File: src/bxr_pkg.sv
// constants, field layouts and carrier types of the bridge extension
// configuration register bank; shared by every design file.
package bxr_pkg;

	// ----------------------------------------------------------------
	// configuration offsets (byte addresses)
	// ----------------------------------------------------------------
	localparam logic [7:0] OFS_EXT_LO   = 8'h40;
	localparam logic [7:0] OFS_SVID     = 8'h40;
	localparam logic [7:0] OFS_SID      = 8'h42;
	localparam logic [7:0] OFS_W0_BASE  = 8'h44;
	localparam logic [7:0] OFS_W0_LIM   = 8'h48;
	localparam logic [7:0] OFS_W1_BASE  = 8'h4c;
	localparam logic [7:0] OFS_W1_LIM   = 8'h50;
	localparam logic [7:0] OFS_SERR_CTL = 8'h60;
	localparam logic [7:0] OFS_SERR_STS = 8'h61;
	localparam logic [7:0] OFS_WIN_EN   = 8'h64;
	localparam logic [7:0] OFS_WIN_MAP  = 8'h65;

	// ----------------------------------------------------------------
	// reset values and field layouts
	// ----------------------------------------------------------------
	localparam logic [15:0] IDENT_RST    = 16'h0000;
	localparam logic [31:0] WIN_RST      = 32'h0000_0000;
	localparam logic [1:0]  WIN_FLAG_RST = 2'h0;
	localparam logic [7:0]  SERR_CTL_RST = 8'h0e;
	localparam logic [7:0]  SERR_STS_RST = 8'h00;
	localparam logic [7:0]  SERR_CTL_MSK = 8'h3f;
	localparam logic [1:0]  BASE_RO_MSK  = 2'h3;
	localparam int          TYPE_IO_BIT  = 1;
	localparam int          TYPE_PF_BIT  = 0;
	localparam logic [11:0] MEM_GRAN_ONE = 12'hfff;
	localparam logic [1:0]  IO_GRAN_ONE  = 2'h3;
	localparam int          SERR_DPE_BIT = 5;
	localparam int          SERR_DTO_BIT = 4;
	localparam int          SERR_PMA_BIT = 3;
	localparam int          SERR_PTA_BIT = 2;
	localparam int          SERR_PPE_BIT = 1;
	localparam int          SERR_ARB_BIT = 0;
	localparam int          NUM_WIN      = 2;

	// ----------------------------------------------------------------
	// carrier types
	// ----------------------------------------------------------------
	typedef struct packed {
		logic        wr;
		logic        rd;
		logic [7:0]  addr;
		logic [3:0]  be;
		logic [31:0] wdata;
	} bxr_cfg_req_t;

	typedef struct packed {
		logic        ack;
		logic [31:0] rdata;
	} bxr_cfg_rsp_t;

	typedef struct packed {
		logic [31:0] base;
		logic [31:0] limit;
		logic        en;
		logic        map;
	} bxr_win_cfg_t;

	typedef struct packed {
		logic        valid;
		logic        is_io;
		logic [31:0] addr;
	} bxr_dec_req_t;

	typedef struct packed {
		logic [1:0] prim_hit;
		logic [1:0] sec_hit;
		logic [1:0] prefetch;
	} bxr_dec_rsp_t;

	// byte-lane merge of a config write into a stored dword
	function automatic logic [31:0] bxr_merge(input logic [31:0] old,
		input logic [31:0] wd, input logic [3:0] be);
		logic [31:0] r;
		r = old;
		for (int i = 0; i < 4; i++) begin
			if (be[i]) begin
				r[i*8 +: 8] = wd[i*8 +: 8];
			end
		end
		return r;
	endfunction

	// same dword as a printed byte offset
	function automatic logic bxr_dw(input logic [7:0] a,
		input logic [7:0] ofs);
		return a[7:2] == ofs[7:2];
	endfunction

endpackage

File: src/bxr_win.sv
// one extension window: effective bounds and registered hit decode.
// assumes the request is stable for the cycle it is sampled in.
`timescale 1ns/100ps
module bxr_win (
	// clock and reset
	input  wire logic                  mclk,
	input  wire logic                  reset,
	// window setup
	input  wire bxr_pkg::bxr_win_cfg_t cfg,
	// address to decode
	input  wire bxr_pkg::bxr_dec_req_t req,
	// registered hits
	output logic                       prim_hit,
	output logic                       sec_hit,
	output logic                       prefetch
);

	typedef struct packed {
		logic prim;
		logic sec;
		logic pf;
	} bxr_win_st_t;

	bxr_win_st_t st_q;
	bxr_win_st_t st_d;
	logic        io_win;
	logic [31:0] eff_base;
	logic [31:0] eff_lim;
	logic        hit;

	// ----------------------------------------------------------------
	// decode
	// ----------------------------------------------------------------
	always_comb begin
		io_win = cfg.limit[bxr_pkg::TYPE_IO_BIT];
		if (io_win) begin
			eff_base = {cfg.base[31:2], 2'h0};
			eff_lim  = {cfg.limit[31:2], bxr_pkg::IO_GRAN_ONE};
		end else begin
			eff_base = {cfg.base[31:12], 12'h000};
			eff_lim  = {cfg.limit[31:12], bxr_pkg::MEM_GRAN_ONE};
		end
		// memory windows claim only memory cycles and vice versa
		hit = req.valid && cfg.en && (req.is_io == io_win)
			&& (req.addr >= eff_base) && (req.addr <= eff_lim);
		st_d.prim = hit && !cfg.map;
		st_d.sec  = hit && cfg.map;
		st_d.pf   = hit && !io_win && cfg.limit[bxr_pkg::TYPE_PF_BIT];
		if (reset) begin
			st_d = '0;
		end
	end

	always_ff @(posedge mclk) begin
		st_q <= st_d;
	end

	assign prim_hit = st_q.prim;
	assign sec_hit  = st_q.sec;
	assign prefetch = st_q.pf;
endmodule

File: src/bxr_serr.sv
// system-error control and sticky status byte.
// assumes each event input is a one-cycle pulse from the forwarding logic.
`timescale 1ns/100ps
module bxr_serr (
	// clock and reset
	input  wire logic       mclk,
	input  wire logic       reset,
	// register writes
	input  wire logic       ctl_we,
	input  wire logic [7:0] ctl_wdata,
	input  wire logic       sts_we,
	input  wire logic [7:0] sts_wdata,
	// error events
	input  wire logic [5:0] evt,
	// state
	output logic [7:0]      ctl,
	output logic [7:0]      sts,
	output logic            serr_req
);

	typedef struct packed {
		logic [7:0] ctl;
		logic [7:0] sts;
	} bxr_serr_st_t;

	bxr_serr_st_t st_q;
	bxr_serr_st_t st_d;
	logic [7:0]   set;

	// ----------------------------------------------------------------
	// control and status update
	// ----------------------------------------------------------------
	always_comb begin
		st_d = st_q;
		// each enable picks its own event source
		set = {2'h0, evt} & st_q.ctl & bxr_pkg::SERR_CTL_MSK;
		if (ctl_we) begin
			st_d.ctl = ctl_wdata & bxr_pkg::SERR_CTL_MSK;
		end
		// write-one clears; a new event in the same cycle still sets
		if (sts_we) begin
			st_d.sts = st_q.sts & ~sts_wdata;
		end
		st_d.sts = st_d.sts | set;
		if (reset) begin
			st_d.ctl = bxr_pkg::SERR_CTL_RST;
			st_d.sts = bxr_pkg::SERR_STS_RST;
		end
	end

	always_ff @(posedge mclk) begin
		st_q <= st_d;
	end

	assign ctl      = st_q.ctl;
	assign sts      = st_q.sts;
	assign serr_req = |st_q.sts;
endmodule

File: src/bxr_regs.sv
// bridge extension configuration register bank top level.
// assumes config cycles arrive as one-cycle strobes already decoded to
// this function; address is the byte offset, lanes qualified by be.
`timescale 1ns/100ps
module bxr_regs (
	// clock and reset
	input  wire logic                  mclk,
	input  wire logic                  reset,
	// configuration access
	input  wire bxr_pkg::bxr_cfg_req_t cfg_req,
	output bxr_pkg::bxr_cfg_rsp_t      cfg_rsp,
	// serial eeprom loader
	input  wire logic                  ee_load,
	input  wire logic [15:0]           ee_svid,
	input  wire logic [15:0]           ee_sid,
	// error events and report
	input  wire logic [5:0]            serr_evt,
	output logic                       serr_req,
	// window decode
	input  wire bxr_pkg::bxr_dec_req_t dec_req,
	output bxr_pkg::bxr_dec_rsp_t      dec_rsp
);

	typedef struct packed {
		logic [15:0]      svid;
		logic [15:0]      sid;
		logic [1:0][31:0] base;
		logic [1:0][31:0] lim;
		logic [1:0]       en;
		logic [1:0]       map;
		logic             ack;
		logic [31:0]      rdata;
	} bxr_regs_st_t;

	bxr_regs_st_t          st_q;
	bxr_regs_st_t          st_d;
	logic                  in_ext;
	logic                  wr_ok;
	logic                  rd_ok;
	logic [31:0]           mrg;
	logic [31:0]           rd_word;
	logic [7:0]            serr_ctl;
	logic [7:0]            serr_sts;
	logic                  serr_ctl_we;
	logic                  serr_sts_we;
	bxr_pkg::bxr_win_cfg_t win_cfg [bxr_pkg::NUM_WIN];

	// ----------------------------------------------------------------
	// access qualification
	// ----------------------------------------------------------------
	// only the extension area belongs here; the standard header is
	// answered elsewhere, so no ack is raised below it
	assign in_ext = cfg_req.addr >= bxr_pkg::OFS_EXT_LO;
	assign wr_ok  = cfg_req.wr && in_ext;
	assign rd_ok  = cfg_req.rd && in_ext;

	assign serr_ctl_we = wr_ok && cfg_req.be[0]
		&& bxr_pkg::bxr_dw(cfg_req.addr, bxr_pkg::OFS_SERR_CTL);
	assign serr_sts_we = wr_ok && cfg_req.be[1]
		&& bxr_pkg::bxr_dw(cfg_req.addr, bxr_pkg::OFS_SERR_STS);

	// ----------------------------------------------------------------
	// read mux
	// ----------------------------------------------------------------
	always_comb begin
		rd_word = 32'h0000_0000;
		case (cfg_req.addr[7:2])
			bxr_pkg::OFS_SVID[7:2]: begin
				rd_word = {st_q.sid, st_q.svid};
			end
			bxr_pkg::OFS_W0_BASE[7:2]: begin
				rd_word = {st_q.base[0][31:2], 2'h0};
			end
			bxr_pkg::OFS_W0_LIM[7:2]: begin
				rd_word = st_q.lim[0];
			end
			bxr_pkg::OFS_W1_BASE[7:2]: begin
				rd_word = {st_q.base[1][31:2], 2'h0};
			end
			bxr_pkg::OFS_W1_LIM[7:2]: begin
				rd_word = st_q.lim[1];
			end
			bxr_pkg::OFS_SERR_CTL[7:2]: begin
				rd_word = {16'h0000, serr_sts,
					serr_ctl & bxr_pkg::SERR_CTL_MSK};
			end
			bxr_pkg::OFS_WIN_EN[7:2]: begin
				rd_word = {16'h0000, 6'h00, st_q.map, 6'h00, st_q.en};
			end
			default: begin
				rd_word = 32'h0000_0000;
			end
		endcase
	end

	// ----------------------------------------------------------------
	// register update
	// ----------------------------------------------------------------
	always_comb begin
		st_d = st_q;
		mrg  = 32'h0000_0000;
		st_d.ack = cfg_req.wr && in_ext || rd_ok;
		if (rd_ok) begin
			st_d.rdata = rd_word;
		end
		if (wr_ok) begin
			case (cfg_req.addr[7:2])
				bxr_pkg::OFS_SVID[7:2]: begin
					mrg = bxr_pkg::bxr_merge({st_q.sid, st_q.svid},
						cfg_req.wdata, cfg_req.be);
					st_d.svid = mrg[15:0];
					st_d.sid  = mrg[31:16];
				end
				bxr_pkg::OFS_W0_BASE[7:2]: begin
					mrg = bxr_pkg::bxr_merge(st_q.base[0],
						cfg_req.wdata, cfg_req.be);
					st_d.base[0] = mrg & ~{30'h0, bxr_pkg::BASE_RO_MSK};
				end
				bxr_pkg::OFS_W0_LIM[7:2]: begin
					st_d.lim[0] = bxr_pkg::bxr_merge(st_q.lim[0],
						cfg_req.wdata, cfg_req.be);
				end
				bxr_pkg::OFS_W1_BASE[7:2]: begin
					mrg = bxr_pkg::bxr_merge(st_q.base[1],
						cfg_req.wdata, cfg_req.be);
					st_d.base[1] = mrg & ~{30'h0, bxr_pkg::BASE_RO_MSK};
				end
				bxr_pkg::OFS_W1_LIM[7:2]: begin
					st_d.lim[1] = bxr_pkg::bxr_merge(st_q.lim[1],
						cfg_req.wdata, cfg_req.be);
				end
				bxr_pkg::OFS_WIN_EN[7:2]: begin
					if (cfg_req.be[0]) begin
						st_d.en = cfg_req.wdata[1:0];
					end
					if (cfg_req.be[1]) begin
						st_d.map = cfg_req.wdata[9:8];
					end
				end
				default: begin
					mrg = 32'h0000_0000;
				end
			endcase
		end
		// the loader outranks a racing driver write; software is
		// expected to leave loaded idents alone afterwards
		if (ee_load) begin
			st_d.svid = ee_svid;
			st_d.sid  = ee_sid;
		end
		if (reset) begin
			st_d.svid  = bxr_pkg::IDENT_RST;
			st_d.sid   = bxr_pkg::IDENT_RST;
			st_d.base  = {bxr_pkg::WIN_RST, bxr_pkg::WIN_RST};
			st_d.lim   = {bxr_pkg::WIN_RST, bxr_pkg::WIN_RST};
			st_d.en    = bxr_pkg::WIN_FLAG_RST;
			st_d.map   = bxr_pkg::WIN_FLAG_RST;
			st_d.ack   = 1'b0;
			st_d.rdata = 32'h0000_0000;
		end
	end

	always_ff @(posedge mclk) begin
		st_q <= st_d;
	end

	assign cfg_rsp.ack   = st_q.ack;
	assign cfg_rsp.rdata = st_q.rdata;

	// ----------------------------------------------------------------
	// error reporting
	// ----------------------------------------------------------------
	bxr_serr u_serr (
		.mclk      (mclk),
		.reset     (reset),
		.ctl_we    (serr_ctl_we),
		.ctl_wdata (cfg_req.wdata[7:0]),
		.sts_we    (serr_sts_we),
		.sts_wdata (cfg_req.wdata[15:8]),
		.evt       (serr_evt),
		.ctl       (serr_ctl),
		.sts       (serr_sts),
		.serr_req  (serr_req)
	);

	// ----------------------------------------------------------------
	// extension windows
	// ----------------------------------------------------------------
	for (genvar w = 0; w < bxr_pkg::NUM_WIN; w++) begin : g_win
		assign win_cfg[w].base  = st_q.base[w];
		assign win_cfg[w].limit = st_q.lim[w];
		assign win_cfg[w].en    = st_q.en[w];
		assign win_cfg[w].map   = st_q.map[w];

		bxr_win u_win (
			.mclk     (mclk),
			.reset    (reset),
			.cfg      (win_cfg[w]),
			.req      (dec_req),
			.prim_hit (dec_rsp.prim_hit[w]),
			.sec_hit  (dec_rsp.sec_hit[w]),
			.prefetch (dec_rsp.prefetch[w])
		);
	end
endmodule

File: config.mk
export PLATFORM = sky130hd
export DESIGN_NAME = bxr_regs
export DESIGN_NICKNAME = d
export VERILOG_FILES = /design/src/bxr_pkg.sv /design/src/bxr_win.sv /design/src/bxr_serr.sv /design/src/bxr_regs.sv
export SDC_FILE = /design/constraint.sdc
export NUM_CORES = 1
export LEC_CHECK = 0
export ABC_AREA = 1
export BUFFER_PORTS_ARGS = -buffer_cell sky130_fd_sc_hd__buf_2
export CORE_ASPECT_RATIO = 0.6
export CORE_MARGIN = 10
export CORE_UTILIZATION = 54
export DETAILED_ROUTE_END_ITERATION = 8
export GPL_TIMING_DRIVEN = 0
export MAX_ROUTING_LAYER = met4
export PLACE_DENSITY_LB_ADDON = 0.25
export SLEW_MARGIN = 25
export SYNTH_ARGS = -nofsm -noshare
export SYNTH_HDL_FRONTEND = slang
export SYNTH_HIERARCHICAL = 1
export SYNTH_SLANG_ARGS = --single-unit
File: constraint.sdc
create_clock -name mclk -period 2 [get_ports mclk]
set_clock_uncertainty 0.1 [all_clocks]
set_input_delay 0.1 -clock mclk [delete_from_list [all_inputs] [get_ports mclk]]
set_output_delay 0.1 -clock mclk [all_outputs]
set_load 0.01 [all_outputs]
==> results of run 1 <==
## power by group through the flow
| stage | Combinational, W | Clock (W) | Sequential (W) |
|---|---|---|---|
| after floorplan | 0.000554 | 0 | 0.00440 |
| after global placement | 0.00106 | 0 | 0.00441 |
| after detailed placement | 0.00108 | 0 | 0.00441 |
| after CTS | 0.00125 | 0.00439 | 0.00431 |
| after global routing | 0.00142 | 0.00455 | 0.00432 |
| final | 0.00134 | 0.00443 | 0.00431 |
## stage by stage
step                      setup WS, ns  power [W]  hold slack, ns  TNS [ns]
after floorplan                  0.128    0.00496          0.0691         0
after global placement          -0.588    0.00547           0.261     -7.41
after detailed placement        -0.586    0.00549           0.265     -7.47
after CTS                       -0.146    0.00995          0.0290    -0.582
after global routing            -0.281     0.0103          0.0812     -1.50
final                           -0.245     0.0101          0.0442     -1.07
## sequential cells by signal, indices dropped and copies added, names as in the netlist
name                  flops
st_q                    160
u_serr/sts                8
g_win.u_win/prim_hit      2
cfg_rsp                  33
u_serr/ctl                6
g_win.u_win/sec_hit       2
g_win.u_win/prefetch      2
## repair_timing
item,4_1_cts,5_1_grt
gates cloned,1,0
hold buffers,100,0
pin swaps,16,16
buffers inserted,8,4
endpoints found under the setup margin,6,26
resized for setup,51,36
endpoints found under the hold margin,177,0
## layer usage
layer	vias up	part of all wire, %
met5	-	0
met4	0	2.1
met3	96	17
met2	1049	37
met1	6841	44
li1	6990	-
## placed cells by master (no fill, tap or decap), types with 27 or more instances in the layout
cell type / count
clkbuf_1: 47
nand2_1: 737
dfxtp_1: 211
nor2_1: 102
nor2_2: 27
buf_4: 45
inv_1: 194
a21oi_1: 205
nand3_1: 134
dlygate4sd3_1: 100
buf_2: 169
ha_1: 114
## how the worst max path moves through the flow
stage / slack (ns) / end / cells past startpoint / startpoint
global route: -0.28 / g_win[0].u_win/sec_hit$_SDFF_PP0_ / 15 / st_q[38]$_SDFFE_PP0P_
detailed placement: -0.59 / g_win[0].u_win/sec_hit$_SDFF_PP0_ / 17 / st_q[38]$_SDFFE_PP0P_
CTS: -0.15 / g_win[0].u_win/sec_hit$_SDFF_PP0_ / 16 / st_q[38]$_SDFFE_PP0P_
global placement: -0.59 / g_win[0].u_win/prefetch$_SDFF_PP0_ / 17 / st_q[38]$_SDFFE_PP0P_
floorplan: 0.13 / g_win[0].u_win/prefetch$_SDFF_PP0_ / 15 / st_q[38]$_SDFFE_PP0P_
finish: -0.25 / g_win[0].u_win/sec_hit$_SDFF_PP0_ / 11 / st_q[38]$_SDFFE_PP0P_
## worst reg2reg max path, stage by stage (launching register included)
cell	delay [ns]
dfxtp_4	0.38
clkinvlp_4	0.21
nor2_4	0.26
ha_4	0.17
nand2_1	0.05
inv_1	0.06
nand2_2	0.07
nor3_1	0.35
nand3_1	0.15
nand2_2	0.14
nand3_4	0.12
nor2_4	0.12
## cell type report
| class | instances | share of cell area (%) |
|---|---|---|
| Clock buffer | 33 | 4.00 |
| Inverter | 214 | 4.89 |
| Sequential cell | 213 | 25.8 |
| Clock inverter | 7 | 0.551 |
| Multi-Input combinational cell | 1487 | 47.6 |
| Timing Repair Buffer | 271 | 11.5 |
| Timing Repair inverter | 1 | 0.0453 |
| Antenna cell | 1 | 0.0151 |
| Tap cell | 322 | 2.43 |
| Buffer | 96 | 3.21 |
==> impl_metrics.json, run 1 <==
{
  "cts_sinks": 213,
  "slew_headroom_pct": 19.3,
  "hpwl_um": 41900,
  "drt-initial-drc-count": 2404,
  "nets": 2547,
  "cts_buffer_depth": 3,
  "tightest_slew_ns": 1.21,
  "worst_slack_ns": -0.245,
  "place_congestion": 1.06,
  "hold_path_depth": 6,
  "place_area_um2": 14400,
  "holdCritStartpoint": "ee_load",
  "worstReg2RegEnd": "g_win[0].u_win/sec_hit$_SDFF_PP0_",
  "power_frac_comb_pct": 13.2,
  "synthToLayoutAreaGrowth_pct": 25.7,
  "outcome": "complete, but fails checks",
  "cp_data_arrival_time_ns": 2.61,
  "p_int_w": 0.00732,
  "power_density_nw_per_um2": 609,
  "grt_pass1_vias": 13600,
  "cts-root-buf": "clkbuf_16",
  "clock_power_share_pct": 44.0,
  "drtPass1Iterations": 9,
  "layout_min_cycle_time_ns": 2.25,
  "switching_share_pct": 27.4,
  "p_seq_share_pct": 42.8,
  "grt-ovfl-total": 0,
  "crit_family": "simple AND/OR/NAND/NOR gates",
  "cp_slowest_cell": "dfxtp_4",
  "drc": 0,
  "maxCapViolCount": 0,
  "ant_nets": 0,
  "rsz0062_at_grt": "yes",
  "syn_inst": 2012,
  "num_vias": 15000,
  "final_area_um2": 16600,
  "initial_core_util_pct": 54.7,
  "rrSetupSlack_ns": -0.25,
  "seqCellArea_um2": 4270,
  "numCtsBuffers": 22,
  "avgSynthCellArea_um2": 6.55,
  "grtUsageMet2_pct": 44.2,
  "antenna_found_initial": 1,
  "finalMaxSlewViolations": 0,
  "coreArea_um2": 24100,
  "setup_viol": 6,
  "crit_buf_inv": 2,
  "switching_power_w": 0.00276,
  "r2r-start": "st_q[38]$_SDFFE_PP0P_",
  "placed_cells": 2492,
  "use_met1_pct": 48.6,
  "ir_drop_mv": 0.652,
  "hold-path-endpoint": "st_q[195]$_SDFFE_PP0P_",
  "wl_um": 55600,
  "io_pins": 161,
  "synth_nets": 2253,
  "syn_area_um2": 13200,
  "hold_violations": 0,
  "clk_latency_ns": 0.53,
  "cts_tree": "done",
  "worstPathRequired_ns": 2.36,
  "crit_fanout": 5,
  "crit_path_end_kind": "register",
  "max_stage_delay_ns": 0.38,
  "chipHeight_um": 141,
  "num_rows": 44,
  "r2r_cells": 11,
  "cts_htree_levels": 1,
  "grt_max_degree": 15,
  "grt_pass1_wl_um": 81800,
  "io_buffers": 158,
  "die_area_um2": 31300,
  "max_freq_mhz": 445,
  "path_clk_slew_ns": 0.07,
  "yosysWarnings": 6,
  "grt-busiest-layer": "met1",
  "routedWlPerCell_um": 21.0,
  "multi_input_area_um2": 7880,
  "period_share_pct": 112,
  "path_cells": "clkinvlp_4 > nor2_4 > ha_4 > nand2_1 > inv_1 > nand2_2 > nor3_1 > nand3_1 > nand2_2 > nand3_4 > nor2_4",
  "start_kind": "register",
  "gr-usage-all-layers_pct": 34.6,
  "utilization_pct": 68.7,
  "fill_cells": 2120,
  "stdcell_count": 2645,
  "violations": "setup timing",
  "vias_per_cell": 5.66,
  "hp-class": "primary input to register",
  "worstSetupPathType": "register to register",
  "drive_above_1_share_pct": 16.6,
  "gr-usage-met3_pct": 15.2,
  "die_x_um": 222,
  "p_leak_nw": 7.37
}
No activity file was read; power rests on OpenSTA's default activity.
==> run 2, diff against run 1 <==
--- a/config.mk
+++ b/config.mk
@@ -7,9 +7,10 @@
 export LEC_CHECK = 0
 export ABC_AREA = 1
 export BUFFER_PORTS_ARGS = -buffer_cell sky130_fd_sc_hd__buf_2
-export CORE_ASPECT_RATIO = 0.6
+export CORE_ASPECT_RATIO = 0.9
 export CORE_MARGIN = 10
 export CORE_UTILIZATION = 54
+export CTS_CLUSTER_SIZE = 12
 export DETAILED_ROUTE_END_ITERATION = 8
 export GPL_TIMING_DRIVEN = 0
 export MAX_ROUTING_LAYER = met4
==> run 2 against run 1 <==
  * The run still ends with setup timing left
  * Sequential share of layout area increased by 0.069 points
  * Non-clock buffer count shrank 2
  * Die area decreased by 0.63%
  * Global-route usage down 3.3 points
  * Cell count shrank 0.57%
  * Critical endpoint is now g_win[0].u_win/prefetch$_SDFF_PP0_
  * Highest routed layer unchanged
==> impl_metrics.json, run 2 (same netlist as run 1, synthesis figures left out) <==
{
  "num_vias": 14600,
  "gr-usage-all-layers_pct": 31.3,
  "fill_cells": 2083,
  "path_common_cell": "nand2_2",
  "regMostFlops": "st_q",
  "tightest_slew_ns": 0.942,
  "switching_power_w": 0.00267,
  "cts_buffer_depth": 3,
  "violations": "setup timing",
  "numCtsBuffers": 25,
  "p_int_w": 0.00757,
  "cts-root-buf": "clkbuf_16",
  "hp-class": "primary input to register",
  "io_pins": 161,
  "worst_slack_ns": -0.0399,
  "drc": 0,
  "setup_viol": 3,
  "die_x_um": 185,
  "grt_pass1_wl_um": 74900,
  "p_leak_nw": 7.37,
  "cts_sinks": 213,
  "ir_drop_mv": 0.471,
  "coreArea_um2": 24100,
  "grt-ovfl-total": 0,
  "cts_tree": "done",
  "setup-tns-final_ns": -0.0970,
  "layout_min_cycle_time_ns": 2.04,
  "rrSetupSlack_ns": -0.04,
  "grt_max_degree": 16,
  "seqCellArea_um2": 4280,
  "layout_commonest_cell": "nand2_1",
  "io_buffers": 158,
  "synthToLayoutAreaGrowth_pct": 25.5,
  "crit_buf_inv": 4,
  "outcome": "complete, but fails checks",
  "largest_reg_flops": 160,
  "power_frac_comb_pct": 12.1,
  "multi_input_area_um2": 7840,
  "power_density_nw_per_um2": 619,
  "p_seq_share_pct": 42.2,
  "drt-initial-drc-count": 1676,
  "grt_pass1_vias": 13600,
  "cp_slowest_cell": "dfxtp_4",
  "crit_fanout": 7,
  "crit_family": "simple AND/OR/NAND/NOR gates",
  "finalMaxSlewViolations": 0,
  "cp_data_arrival_time_ns": 2.40,
  "clock_power_share_pct": 45.7,
  "place_congestion": 1.04,
  "hold_violations": 0,
  "worstSetupPathType": "register to register",
  "nets": 2547,
  "routedWlPerCell_um": 18.8,
  "path_clk_slew_ns": 0.06,
  "start_kind": "register",
  "switching_share_pct": 26.1,
  "die_area_um2": 31100,
  "ant_nets": 0,
  "clk_latency_ns": 0.53,
  "num_rows": 54,
  "crit_path_end_kind": "register",
  "place_ws_ns": -0.356,
  "path_cells": "clkinvlp_4 > buf_12 > nor2_4 > ha_4 > nand2_2 > inv_2 > nand2_2 > buf_4 > nor3_1 > nand3_1 > nand2_1 > nand3_2 > nor2_1",
  "slew_headroom_pct": 37.2,
  "worstPathRequired_ns": 2.36,
  "drive_above_1_share_pct": 16.5,
  "drtPass1Iterations": 6,
  "hpwl_um": 36800,
  "max_freq_mhz": 490,
  "max_stage_delay_ns": 0.38,
  "cts_htree_levels": 1,
  "maxCapViolCount": 0,
  "final_cell_mix": "nand2_1, dfxtp_1, a21oi_1, inv_1, buf_2",
  "period_share_pct": 102,
  "wl_um": 49500,
  "antenna_found_initial": 1,
  "rsz0062_at_grt": "yes",
  "chipHeight_um": 168,
  "vias_per_cell": 5.56,
  "initial_core_util_pct": 54.6
}
run 2: cell count changes in the layout (fill, tap and decap cells not counted), sizes merged:
| cell | before | now |
|---|---|---|
| inv | 213 | 212 |
| bufinv | 2 | 3 |
| clkbuf | 79 | 80 |
| buf | 221 | 223 |
| dlygate4sd3 | 100 | 97 |
| clkinv | 4 | 3 |
run 2: cell type report:
class                   count  share of cell area (%)
multi-input cells        1487                    47.4
flip-flops and latches    213                    25.9
repair buffers            269                    11.4
inverters                 214                    4.90
clock buffers              35                    4.25
plain buffers              96                    3.13
well taps                 308                    2.33
clock inverters             7                   0.681
diodes                      1                  0.0151
run 2: per-stage QoR:
stage	hold slack (ns)	power, W	instances	util (%)	instance area (um^2)
floorplan	0.0691	0.00496	2012	-	13200
global placement	0.269	0.00541	2478	59.5	14400
detailed placement	0.280	0.00543	2478	59.5	14400
CTS	0.00371	0.0101	2620	67.2	16200
global route	0.0401	0.0105	2630	68.6	16500
finish	0.0257	0.0102	2630	68.6	16500
run 2: per-layer routing:
metal | up-vias | global-route usage, % | routed length [um]
met1 | 6672 | 42.6 | 21300
met2 | 855 | 44.4 | 20200
met3 | 104 | 8.89 | 6660
met4 | 0 | 8.47 | 1330
met5 | - | - | 0
li1 | 6984 | - | -
run 2: power groups by stage:
stage | clock network (W) | logic [W] | registers, W
after floorplan | 0 | 0.000554 | 0.00440
after global placement | 0 | 0.000996 | 0.00441
after detailed placement | 0 | 0.00102 | 0.00441
after CTS | 0.00465 | 0.00117 | 0.00432
after global routing | 0.00482 | 0.00135 | 0.00432
final | 0.00468 | 0.00124 | 0.00432
run 2: what timing repair did:
item                       4_1_cts  5_1_grt
cloned                           0        0
gates resized for setup         10       69
hold endpoints to repair       180        0
setup buffers                    5        9
hold buffers                    97        0
setup endpoints to repair        6       12
pin swaps                        0       29
run 2: worst register-to-register path: cells and delay by family (launching register included):
| kind | cells | cell delay (ns) |
|---|---|---|
| AND/OR/NAND/NOR | 8 | 0.80 |
| buffers and inverters | 4 | 0.53 |
| flip-flops | 1 | 0.38 |
| adder cells (fa/ha/maj) | 1 | 0.16 |
run 2: path summary, 6_finish.rpt:
path                         startpoint                                 end  cells after the start
max               st_q[38]$_SDFFE_PP0P_  g_win[0].u_win/prefetch$_SDFF_PP0_                     13
max reg2reg       st_q[38]$_SDFFE_PP0P_  g_win[0].u_win/prefetch$_SDFF_PP0_                     13
min                               reset   g_win[1].u_win/sec_hit$_SDFF_PP0_                      4
min reg2reg  u_serr/sts[6]$_SDFFE_PP0P_          u_serr/sts[6]$_SDFFE_PP0P_                      2
==> run 3, diff against run 2 <==
--- a/config.mk
+++ b/config.mk
@@ -5,16 +5,17 @@
 export SDC_FILE = /design/constraint.sdc
 export NUM_CORES = 1
 export LEC_CHECK = 0
-export ABC_AREA = 1
+export ABC_AREA = 0
 export BUFFER_PORTS_ARGS = -buffer_cell sky130_fd_sc_hd__buf_2
 export CORE_ASPECT_RATIO = 0.9
 export CORE_MARGIN = 10
-export CORE_UTILIZATION = 54
+export CORE_UTILIZATION = 53
 export CTS_CLUSTER_SIZE = 12
 export DETAILED_ROUTE_END_ITERATION = 8
 export GPL_TIMING_DRIVEN = 0
 export MAX_ROUTING_LAYER = met4
 export PLACE_DENSITY_LB_ADDON = 0.25
+export RECOVER_POWER = 100
 export SLEW_MARGIN = 25
 export SYNTH_ARGS = -nofsm -noshare
 export SYNTH_HDL_FRONTEND = slang
==> run 3 against run 2 <==
  * Clock power down 9.4%
  * The run still ends with setup timing left
  * Final area decreased by 2.3%
  * Fmax decreased by 19%
  * Highest routed layer unchanged
  * First-iteration DRC count down 19%
  * Synthesized cell count is 29% lower
  * Core utilization shrank 1.6 points
  * Flip-flop and latch count stayed put
  * Routed wire length down 8.1%
  * Area after synthesis down 1.9%
  * Critical path depth shrank 5
  * Die area barely moved
  * Cell count is 23% lower
==> impl_metrics.json, run 3 <==
{
  "outcome": "complete, but fails checks",
  "violations": "setup timing",
  "numCtsBuffers": 24,
  "crit_buf_inv": 1,
  "die_area_um2": 31000,
  "grt-busiest-layer": "met2",
  "finalMaxSlewViolations": 0,
  "ir_drop_mv": 0.546,
  "syn_area_um2": 12900,
  "yosysWarnings": 6,
  "worst_slack_ns": -0.503,
  "place_congestion": 0.952,
  "max_stage_delay_ns": 0.55,
  "crit_family": "compound AO/OA/AOI/OAI gates",
  "drt-initial-drc-count": 1362,
  "p_leak_nw": 6.37,
  "grt-ovfl-total": 0,
  "coreArea_um2": 24100,
  "nets": 1937,
  "cts_htree_levels": 1,
  "regMostFlops": "st_q",
  "path_clk_slew_ns": 0.06,
  "ant_nets": 0,
  "cts_buffer_depth": 3,
  "wl_um": 45500,
  "clk_latency_ns": 0.52,
  "antenna_cells": 0,
  "power_w": 0.00983,
  "drc": 0,
  "worstPathRequired_ns": 2.33,
  "cp_slowest_cell": "a2111oi_4",
  "maxCapViolCount": 0,
  "rsz0062_at_grt": "yes",
  "synthToLayoutAreaGrowth_pct": 25.0,
  "max_freq_mhz": 399,
  "grt_pass1_wl_um": 69200,
  "worstSetupPathType": "register to register",
  "drive_above_1_share_pct": 21.5,
  "synth_nets": 1665,
  "power_density_nw_per_um2": 608,
  "setup_viol": 46,
  "num_vias": 12100,
  "grt_max_degree": 14,
  "crit_fanout": 3,
  "io_pins": 161,
  "gr-usage-all-layers_pct": 29.1,
  "seqCellArea_um2": 4290,
  "utilization_pct": 67.0,
  "cts_sinks": 213,
  "drtPass1Iterations": 5,
  "tightest_slew_ns": 1.02,
  "layout_min_cycle_time_ns": 2.50,
  "die_x_um": 185,
  "num_rows": 54,
  "largest_reg_flops": 160,
  "setup-tns-final_ns": -3.60,
  "routedWlPerCell_um": 22.5,
  "gr-usage-met3_pct": 7.27,
  "stdcell_count": 2019,
  "avgSynthCellArea_um2": 9.08,
  "period_share_pct": 125,
  "crit_path_end_kind": "register",
  "multi_input_area_um2": 8170,
  "placed_cells": 1887,
  "hp-class": "primary input to register",
  "cts-root-buf": "clkbuf_16",
  "initial_core_util_pct": 53.6,
  "start_kind": "register",
  "antenna_found_initial": 1,
  "cp_data_arrival_time_ns": 2.83,
  "use_met1_pct": 39.9,
  "path_cells": "inv_1 > ha_4 > a21oi_1 > nand2_1 > a221o_1 > a2111oi_4 > o221ai_2 > nor3b_2",
  "syn_inst": 1424,
  "final_cell_mix": "dfxtp_1, mux2i_1, nor2_1, buf_2, ha_1",
  "slew_headroom_pct": 31.7,
  "hpwl_um": 34000,
  "chipHeight_um": 168,
  "grtUsageMet2_pct": 42.1,
  "fill_cells": 1981,
  "cts_tree": "done",
  "hold_violations": 0,
  "io_buffers": 155,
  "grt_pass1_vias": 12000,
  "vias_per_cell": 5.99,
  "layout_commonest_cell": "dfxtp_1"
}
-- run 3: routing by layer --
layer  up-vias  wire length, um
met5         -                0
met4         0             1080
met3        82             4880
met2       611            19400
met1      5744            20200
li1       5652                -
-- run 3: worst register-to-register path, stage by stage (launching register included) --
cell and delay (ns):
dfxtp_2 0.34, inv_1 0.07, ha_4 0.25, a21oi_1 0.12
nand2_1 0.07, a221o_1 0.42, a2111oi_4 0.55, o221ai_2 0.20
nor3b_2 0.28
-- run 3: cell type report --
| class | count | share of cell area, % |
|---|---|---|
| Tap cell | 308 | 2.39 |
| Buffer | 112 | 3.90 |
| Clock inverter | 6 | 0.248 |
| Timing Repair Buffer | 247 | 9.95 |
| Multi-Input combinational cell | 1009 | 50.6 |
| Clock buffer | 35 | 4.29 |
| Sequential cell | 213 | 26.6 |
| Inverter | 89 | 2.07 |
-- run 3: through the flow --
stage               hold slack [ns]  setup slack (ns)  instance area [um^2]
CTS                          0.0129            -0.421                 15900
global route                 0.0754            -0.565                 16200
finish                       0.0274            -0.503                 16200
detailed placement            0.266            -0.752                 14200
floorplan                    0.0772            -0.163                 13000
global placement              0.264             -1.01                 14200
-- run 3: where the power goes --
group | internal, W | leakage [nW] | switching, W | total [W]
Clock | 0.00240 | 0.358 | 0.00184 | 0.00424
Sequential | 0.00430 | 1.74 | 0.0000390 | 0.00434
Combinational | 0.000509 | 4.28 | 0.000744 | 0.00125
-- run 3: final timing paths --
| path | startpoint | to | slack [ns] | depth (start not counted) |
|---|---|---|---|---|
| worst max-delay path | st_q[91]$_SDFFE_PP0P_ | g_win[1].u_win/prefetch$_SDFF_PP0_ | -0.50 | 8 |
| worst min-delay path | cfg_req[40] | cfg_rsp[9]$_SDFFE_PP0P_ | 0.03 | 5 |
| worst max register to register | st_q[91]$_SDFFE_PP0P_ | g_win[1].u_win/prefetch$_SDFF_PP0_ | -0.50 | 8 |
| worst min register to register | u_serr/sts[6]$_SDFFE_PP0P_ | u_serr/sts[6]$_SDFFE_PP0P_ | 0.36 | 2 |
-- run 3: timing repair --
action,in CTS,in global routing
setup endpoints to repair,6,26
pin swaps,30,34
endpoints found under the hold margin,175,0
buffers inserted,8,9
hold buffers,73,0
gates resized for setup,26,59
cloned,2,0
